### config.mk
export PLATFORM = sky130hd
export DESIGN_NAME = spi_status_word_response
export DESIGN_NICKNAME = d
export VERILOG_FILES = /design/src/ssw_pkg.sv /design/src/ssw_flag_if.sv /design/src/ssw_flag_bank.sv /design/src/spi_status_word_response.sv
export SDC_FILE = /design/constraint.sdc
export NUM_CORES = 1
export LEC_CHECK = 0
export ABC_AREA = 1
export BUFFER_PORTS_ARGS = -buffer_cell sky130_fd_sc_hd__clkbuf_2
export CAP_MARGIN = 20
export CORE_AREA = 2 2 77 79
export DETAILED_ROUTE_END_ITERATION = 8
export DIE_AREA = 0 0 79 81
export GPL_TIMING_DRIVEN = 1
export HOLD_SLACK_MARGIN = 0.12
export PLACE_DENSITY_LB_ADDON = 0.2
export SLEW_MARGIN = 20
export SYNTH_ARGS = -nofsm -noshare
export SYNTH_HDL_FRONTEND = slang
export SYNTH_SLANG_ARGS = --single-unit
### constraint.sdc
create_clock -name sys_clk_i -period 4.1 [get_ports sys_clk_i]
set_input_delay 1.23 -clock sys_clk_i [delete_from_list [all_inputs] [get_ports sys_clk_i]]
set_output_delay 1.23 -clock sys_clk_i [all_outputs]
set_load 0.05 [all_outputs]
### src/ssw_pkg.sv
// Summary of operation
// - read command answers with fixed byte only
// - write command answers fixed plus extended byte
// - wake_pending set while wake flags unread
// - reset_pending set after reset until read
// - io low page flag sets io_low_page_source
// - io high page flag sets io_high_page_source
// - regulator high page sets regulator_high_page_source
// - wake flags stay latched until SPI flag read
package ssw_pkg;

	// ********************************************************
	// event sources
	// ********************************************************
	localparam int NSRC = 9;
	localparam int SRC_VREG_LO = 0;
	localparam int SRC_VREG_HI = 1;
	localparam int SRC_IO_LO = 2;
	localparam int SRC_IO_HI = 3;
	localparam int SRC_FIRST_LIN_SOURCE = 4;
	localparam int SRC_SECOND_LIN_SOURCE = 5;
	localparam int SRC_CAN_LOC = 6;
	localparam int SRC_CAN_BUS = 7;
	localparam int SRC_SAFE = 8;

	// ********************************************************
	// frame layout
	// ********************************************************
	localparam logic [4:0] FRAME_BITS = 5'h10;
	localparam logic [4:0] FIX_BITS = 5'h08;
	localparam logic [4:0] CMD_KNOWN_CNT = 5'h01;
	localparam logic [3:0] MSB_IDX = 4'hf;
	localparam int CMD_HI = 15;
	localparam int CMD_LO = 14;
	localparam int ADDR_HI = 13;
	localparam int ADDR_LO = 9;
	localparam int PAGE_BIT = 7;
	localparam logic [1:0] CMD_WRITE = 2'h1;

	// ********************************************************
	// flag register addresses
	// ********************************************************
	localparam logic [4:0] ADDR_REG_FLAGS = 5'h10;
	localparam logic [4:0] ADDR_CAN_FLAGS = 5'h11;
	localparam logic [4:0] ADDR_IO_FLAGS = 5'h12;
	localparam logic [4:0] ADDR_FIRST_LIN_SOURCE_FLAGS = 5'h13;
	localparam logic [4:0] ADDR_SECOND_LIN_SOURCE_FLAGS = 5'h14;
	localparam logic [4:0] ADDR_SAFE_FLAGS = 5'h15;

	// ********************************************************
	// fixed status word bit positions
	// ********************************************************
	localparam int FS_INT = 15;
	localparam int FS_WAKE = 14;
	localparam int FS_RST = 13;
	localparam int FS_CAN_G = 12;
	localparam int FS_LIN_G = 11;
	localparam int FS_IO_G = 10;
	localparam int FS_SAFE_G = 9;
	localparam int FS_REGULATOR_GROUP_SOURCE = 8;
	localparam int FS_CAN_BUS = 7;
	localparam int FS_CAN_LOC = 6;
	localparam int FS_SECOND_LIN_SOURCE = 5;
	localparam int FS_FIRST_LIN_SOURCE = 4;
	localparam int FS_IO_1 = 3;
	localparam int FS_IO_0 = 2;
	localparam int FS_REGULATOR_HIGH_PAGE_SOURCE = 1;
	localparam int FS_REGULATOR_LOW_PAGE_SOURCE = 0;

	// ********************************************************
	// reset values
	// ********************************************************
	localparam logic POR_FLAG_RST = 1'b1;
	localparam logic MISO_RST = 1'b0;

endpackage : ssw_pkg

### src/ssw_flag_if.sv
// latched flags between frame logic and flag bank
interface ssw_flag_if
	import ssw_pkg::*;
();
	logic [NSRC-1:0] set_int;
	logic [NSRC-1:0] set_wake;
	logic [NSRC-1:0] set_rst;
	logic [NSRC-1:0] clr;
	logic clr_por;
	logic [NSRC-1:0] int_flags;
	logic [NSRC-1:0] wake_flags;
	logic [NSRC-1:0] rst_flags;
	logic por_flag;

	modport bank (
		input set_int, set_wake, set_rst, clr, clr_por,
		output int_flags, wake_flags, rst_flags, por_flag
	);
	modport ctrl (
		output set_int, set_wake, set_rst, clr, clr_por,
		input int_flags, wake_flags, rst_flags, por_flag
	);
endinterface : ssw_flag_if

### src/ssw_flag_bank.sv
// sticky per-source flags, set beats clear
module ssw_flag_bank
	import ssw_pkg::*;
(
	// clock and reset
	input wire logic sys_clk_i,
	input wire logic sys_rst_i,
	// flag carrier
	ssw_flag_if.bank flg
);
	logic [NSRC-1:0] int_r, int_nxt;
	logic [NSRC-1:0] wake_r, wake_nxt;
	logic [NSRC-1:0] rst_r, rst_nxt;
	logic por_r, por_nxt;

	// ********************************************************
	// per-source latches
	// ********************************************************
	// an event in the clearing cycle survives the read
	always_comb begin
		for (int i = 0; i < NSRC; i++) begin
			int_nxt[i] = flg.set_int[i] | (int_r[i] & ~flg.clr[i]);
			wake_nxt[i] = flg.set_wake[i] | (wake_r[i] & ~flg.clr[i]);
			rst_nxt[i] = flg.set_rst[i] | (rst_r[i] & ~flg.clr[i]);
		end
		por_nxt = por_r & ~flg.clr_por;
	end

	// register only
	always_ff @(posedge sys_clk_i) begin
		if (sys_rst_i) begin
			int_r <= '0;
			wake_r <= '0;
			rst_r <= '0;
			por_r <= POR_FLAG_RST;
		end else begin
			int_r <= int_nxt;
			wake_r <= wake_nxt;
			rst_r <= rst_nxt;
			por_r <= por_nxt;
		end
	end

	assign flg.int_flags = int_r;
	assign flg.wake_flags = wake_r;
	assign flg.rst_flags = rst_r;
	assign flg.por_flag = por_r;
endmodule : ssw_flag_bank

### src/spi_status_word_response.sv
// SPI slave answering write frames with the whole fixed status word, read frames with its upper byte
module spi_status_word_response
	import ssw_pkg::*;
(
	// clock and reset
	input wire logic sys_clk_i,
	input wire logic sys_rst_i,
	// SPI pins from the host
	input wire logic spi_sclk_i,
	input wire logic spi_cs_n_i,
	input wire logic spi_mosi_i,
	// SPI data back to the host
	output logic spi_miso_o,
	output logic spi_miso_oe_o,
	// event pulses from device internals
	input wire logic [NSRC-1:0] int_evt_i,
	input wire logic [NSRC-1:0] wake_evt_i,
	input wire logic [NSRC-1:0] rst_evt_i,
	// observation of the live word
	output logic [15:0] status_word_o
);
	// ********************************************************
	// flag bank
	// ********************************************************
	ssw_flag_if flg ();

	ssw_flag_bank u_bank (
		.sys_clk_i(sys_clk_i),
		.sys_rst_i(sys_rst_i),
		.flg(flg.bank)
	);

	// events come from our own clock domain, no synchroniser
	assign flg.set_int = int_evt_i;
	assign flg.set_wake = wake_evt_i;
	assign flg.set_rst = rst_evt_i;

	// ********************************************************
	// pin synchronisers
	// ********************************************************
	logic [2:0] sclk_r, sclk_nxt;
	logic [2:0] cs_n_r, cs_n_nxt;
	logic [1:0] mosi_r, mosi_nxt;

	// stage 0 feeds stage 1 only; stage 2 is the edge history
	always_comb begin
		sclk_nxt = {sclk_r[1:0], spi_sclk_i};
		cs_n_nxt = {cs_n_r[1:0], spi_cs_n_i};
		mosi_nxt = {mosi_r[0], spi_mosi_i};
	end

	always_ff @(posedge sys_clk_i) begin
		if (sys_rst_i) begin
			sclk_r <= 3'h0;
			cs_n_r <= 3'h7;
			mosi_r <= 2'h0;
		end else begin
			sclk_r <= sclk_nxt;
			cs_n_r <= cs_n_nxt;
			mosi_r <= mosi_nxt;
		end
	end

	logic sclk_rise, sclk_fall, cs_start, cs_end, cs_act, mosi_s;

	// edges seen on synchronised levels
	assign sclk_rise = sclk_r[1] & ~sclk_r[2];
	assign sclk_fall = ~sclk_r[1] & sclk_r[2];
	assign cs_start = ~cs_n_r[1] & cs_n_r[2];
	assign cs_end = cs_n_r[1] & ~cs_n_r[2];
	assign cs_act = ~cs_n_r[1];
	assign mosi_s = mosi_r[1];

	// ********************************************************
	// fixed status word
	// ********************************************************
	logic [NSRC-1:0] src_any;
	logic [15:0] word;

	// a source bit is lit by any pending class on it
	assign src_any = flg.int_flags | flg.wake_flags | flg.rst_flags;

	always_comb begin
		word = 16'h0000;
		word[FS_INT] = |flg.int_flags;
		word[FS_WAKE] = |flg.wake_flags;
		word[FS_RST] = (|flg.rst_flags) | flg.por_flag;
		word[FS_CAN_G] = src_any[SRC_CAN_LOC] | src_any[SRC_CAN_BUS];
		word[FS_LIN_G] = src_any[SRC_FIRST_LIN_SOURCE] | src_any[SRC_SECOND_LIN_SOURCE];
		word[FS_IO_G] = src_any[SRC_IO_LO] | src_any[SRC_IO_HI];
		word[FS_SAFE_G] = src_any[SRC_SAFE];
		word[FS_REGULATOR_GROUP_SOURCE] = src_any[SRC_VREG_LO] | src_any[SRC_VREG_HI];
		word[FS_CAN_BUS] = src_any[SRC_CAN_BUS];
		word[FS_CAN_LOC] = src_any[SRC_CAN_LOC];
		word[FS_SECOND_LIN_SOURCE] = src_any[SRC_SECOND_LIN_SOURCE];
		word[FS_FIRST_LIN_SOURCE] = src_any[SRC_FIRST_LIN_SOURCE];
		word[FS_IO_1] = src_any[SRC_IO_HI];
		word[FS_IO_0] = src_any[SRC_IO_LO];
		word[FS_REGULATOR_HIGH_PAGE_SOURCE] = src_any[SRC_VREG_HI];
		word[FS_REGULATOR_LOW_PAGE_SOURCE] = src_any[SRC_VREG_LO];
	end

	// ********************************************************
	// frame engine
	// ********************************************************
	logic [15:0] rx_r, rx_nxt;
	logic [15:0] snap_r, snap_nxt;
	logic [4:0] cnt_r, cnt_nxt;
	logic write_r, write_nxt;
	logic miso_r, miso_nxt;
	logic [15:0] word_r, word_nxt;
	logic [3:0] out_idx;

	assign out_idx = MSB_IDX - cnt_r[3:0];

	// snapshot at select so the word cannot change mid-frame
	always_comb begin
		rx_nxt = rx_r;
		snap_nxt = snap_r;
		cnt_nxt = cnt_r;
		write_nxt = write_r;
		miso_nxt = miso_r;
		word_nxt = word;
		if (cs_start) begin
			snap_nxt = word;
			cnt_nxt = 5'h00;
			write_nxt = 1'b0;
			miso_nxt = word[FS_INT];
		end else if (cs_act) begin
			if (sclk_rise && cnt_r < FRAME_BITS) begin
				rx_nxt = {rx_r[14:0], mosi_s};
				cnt_nxt = cnt_r + 5'h01;
				// second command bit arrives on this edge
				if (cnt_r == CMD_KNOWN_CNT) begin
					write_nxt = ({rx_r[0], mosi_s} == CMD_WRITE);
				end
			end
			if (sclk_fall && cnt_r < FRAME_BITS) begin
				// read frames go quiet after the fixed byte
				if (cnt_r >= FIX_BITS && !write_r) begin
					miso_nxt = 1'b0;
				end else begin
					miso_nxt = snap_r[out_idx];
				end
			end
		end
	end

	always_ff @(posedge sys_clk_i) begin
		if (sys_rst_i) begin
			rx_r <= 16'h0000;
			snap_r <= 16'h0000;
			cnt_r <= 5'h00;
			write_r <= 1'b0;
			miso_r <= MISO_RST;
			word_r <= 16'h0000;
		end else begin
			rx_r <= rx_nxt;
			snap_r <= snap_nxt;
			cnt_r <= cnt_nxt;
			write_r <= write_nxt;
			miso_r <= miso_nxt;
			word_r <= word_nxt;
		end
	end

	assign spi_miso_o = miso_r;
	assign spi_miso_oe_o = cs_act;
	assign status_word_o = word_r;

	// ********************************************************
	// flag read clearing
	// ********************************************************
	logic [NSRC-1:0] clr;
	logic clr_por;
	logic rd_done;
	logic [4:0] addr;
	logic page;

	// only a complete read frame clears; short frames are ignored
	assign rd_done = cs_end && cnt_r == FRAME_BITS && rx_r[CMD_HI:CMD_LO] != CMD_WRITE;
	assign addr = rx_r[ADDR_HI:ADDR_LO];
	assign page = rx_r[PAGE_BIT];

	always_comb begin
		clr = '0;
		clr_por = 1'b0;
		if (rd_done) begin
			unique case (addr)
				ADDR_REG_FLAGS: begin
					clr[SRC_VREG_HI] = page;
					clr[SRC_VREG_LO] = ~page;
					clr_por = ~page;
				end
				ADDR_IO_FLAGS: begin
					clr[SRC_IO_HI] = page;
					clr[SRC_IO_LO] = ~page;
				end
				ADDR_CAN_FLAGS: begin
					clr[SRC_CAN_LOC] = 1'b1;
					clr[SRC_CAN_BUS] = 1'b1;
				end
				ADDR_FIRST_LIN_SOURCE_FLAGS: begin
					clr[SRC_FIRST_LIN_SOURCE] = 1'b1;
				end
				ADDR_SECOND_LIN_SOURCE_FLAGS: begin
					clr[SRC_SECOND_LIN_SOURCE] = 1'b1;
				end
				ADDR_SAFE_FLAGS: begin
					clr[SRC_SAFE] = 1'b1;
				end
				default: begin
					clr = '0; // other addresses touch no flag
				end
			endcase
		end
	end

	assign flg.clr = clr;
	assign flg.clr_por = clr_por;
endmodule : spi_status_word_response

==> results.py <==
metrics = {
    "layout": {
        "drive_gt1_share_pct": 15.5,
        "n_antenna_cell": 0,
        "fillers": 516,
        "layout.nets": 502,
        "syn_to_final_growth_pct": 14.5,
    },
    "setup_path": {
        "cp_max_fo": 4,
        "path_class": "register to output port",
        "required_ns": 2.87,
        "endpoint_kind": "output port",
        "crit_path_start": "cs_n_r[1]",
        "startpoint_type": "register",
        "arrival_ns": 1.05,
        "r2r_start": "cnt_r[0]",
    },
    "detailed_routing": {
        "postRouteAntennaNets": 0,
        "wl_per_cell_um": 12.7,
        "drc_errors": 0,
        "vias_per_cell": 5.10,
        "wirelength_mm": 6.95,
        "drtIter0Drc": 146,
        "vias": 2789,
        "first_pass_iters": 4,
    },
    "power_and_ir_drop": {
        "peakVddDrop_v": 0.000282,
        "p_leak_nw": 1.72,
        "power_mw": 1.65,
        "p_per_area_nw_per_um2": 439,
    },
    "synth": {
        "ys_warn_count": 0,
        "postSynthCellCount": 417,
        "syn_area_um2": 3280,
        "syn-num-nets": 452,
        "synth-seq-cells": 91,
        "ys_types": 23,
        "avgSynthCellArea_um2": 7.88,
        "yosysSeqAreaShare_pct": 55.5,
    },
    "clock_network": {
        "cts-htree-levels": 3,
        "cts_tree": "yes",
        "cts_buffers": 9,
        "clock_latency_ns": 0.35,
        "clk_pin_slew_worst_paths_ns": 0.08,
        "clk_path_buf_depth": 2,
        "cts_setup_buffers": 0,
        "hold_buffers": 0,
        "cts_root_buffer": "clkbuf_8",
        "numClockSinks": 91,
        "cts_resized": 0,
    },
    "timing": {
        "slew_violations": 0,
        "max_slew.worst_pin.slew_ns": 0.664,
        "setup_viol": 0,
        "fmax_mhz": 440,
        "finalClockSkew_ns": 0.00740,
        "max_slew_margin_pct": 55.8,
        "rsz0062_at_grt": "false",
        "final.setup.tns_ns": 0,
        "hold_violations": 0,
        "period_share_pct": 55.5,
        "period_minus_slack_ns": 2.28,
    },
    "placement": {
        "dp_hpwl_mm": 5.06,
        "io_buffers": 49,
        "gp_congestion": 0.833,
    },
    "floorplan": {
        "ioPinCount": 50,
        "die_x_um": 79,
        "die_area_um2": 6400,
        "die_h_um": 81,
        "coreArea_um2": 5680,
        "rows": 28,
        "start_util_pct": 57.9,
    },
    "grt": {
        "antenna_found_initial": 0,
        "grt_pass1_wl_mm": 11.7,
        "grt.overflow.total": 0,
        "grt_max_degree": 37,
        "grt_pass1_vias": 2580,
        "grt_usage_pct": 23.6,
    },
    "status": {
        "outcome": "finished, final reports clean",
    },
    "job": {
        "maxCapViolations": 0,
    },
    "min_path": {
        "worstHoldStart": "sclk_r[0]",
        "hold_class": "register to register",
    },
}
## cells in the mapped netlist, drive strengths merged
master	count	area, um2
a21oi	51	255
a41oi	1	8.76
and2	1	6.26
and3	1	6.26
buf	9	42.5
clkbuf	4	15.0
dfxtp	91	1820
ha	3	37.5
inv	35	131
nand2	78	293
nand3	21	110
nand4	3	18.8
nor2	73	277
nor3	16	91.3
nor3b	2	15.0
nor4	2	12.5
o21ai	20	100
o22a	2	17.5
or2	4	25.0
## critical path: stages, from the launching register on
cell      delay (ns)
dfxtp_1         0.34
inv_1           0.08
clkbuf_2        0.27
## cell type report
cell class | instances | area (um2) | area share, %
clock buffers | 11 | 131 | 3.49
inverters | 35 | 131 | 3.49
multi-input cells | 278 | 1270 | 33.9
well taps | 75 | 93.8 | 2.50
clock inverters | 5 | 40.0 | 1.06
repair buffers | 52 | 268 | 7.12
flip-flops and latches | 91 | 1820 | 48.5
## where the power goes
part,switching (mW),internal (mW),total [mW]
logic,0.108,0.0515,0.160
registers,0.0258,0.929,0.955
clock network,0.312,0.223,0.535
## flip-flops by register name, summed over array words and instances, names as in the netlist
name / count
cnt_r: 5
rx_r: 16
spi_miso_o: 1
write_r: 1
u_bank.flg.wake_flags: 9
sclk_r: 3
u_bank.flg.por_flag: 1
u_bank.flg.rst_flags: 9
cs_n_r: 3
mosi_r: 2
status_word_o: 16
snap_r: 16
u_bank.flg.int_flags: 9
## cell families after synthesis
| kind of cell | after synthesis | share of synthesized area (%) |
|---|---|---|
| compound gates | 74 | 11.6 |
| fa+ha+maj | 3 | 1.14 |
| buf+inv | 48 | 5.75 |
| flops | 91 | 55.5 |
| simple gates | 201 | 26.0 |
## path summary, 6_finish.rpt
| path | end | slack, ns | depth (start not counted) |
|---|---|---|---|
| worst max register to register | u_bank.flg.wake_flags[0] | 2.20 | 6 |
| worst max-delay path | spi_miso_oe_o | 1.82 | 2 |
| worst min-delay path | sclk_r[1] | 0.41 | 2 |
| worst min register to register | sclk_r[1] | 0.41 | 2 |
## metrics by stage
stage | worst slack, ns | area (um2) | utilization [%] | cells | hold WS [ns]
detailed placement | 1.52 | 3590 | 63.2 | 531 | 0.394
CTS | 1.81 | 3760 | 66.2 | 547 | 0.409
global route | 1.73 | 3760 | 66.2 | 547 | 0.430
finish | 1.82 | 3760 | 66.2 | 547 | 0.407
floorplan | 1.97 | 3280 | - | 417 | 0.388
global placement | 1.58 | 3590 | 63.2 | 531 | 0.392
## placed cells by master (no fill, tap or decap), drive strengths merged
cell type	instances
dfxtp	91
clkinv	2
and2	1
o22a	2
nor2	73
inv	35
nor3	16
nand3	21
buf	3
nor3b	2
or2	4
nand4	3
ha	3
nand2	78
nor4	2
o21ai	20
and3	1
a41oi	1
a21oi	51
clkbuf	60
clkinvlp	3
## per-layer routing
metal | part of all wire, % | GRT usage (%)
met2 | 47 | 38.8
met4 | 1.3 | 9.83
met5 | 0 | 0
met3 | 4.5 | 4.22
met1 | 47 | 30.8
Power figures use the tool's default switching activity.
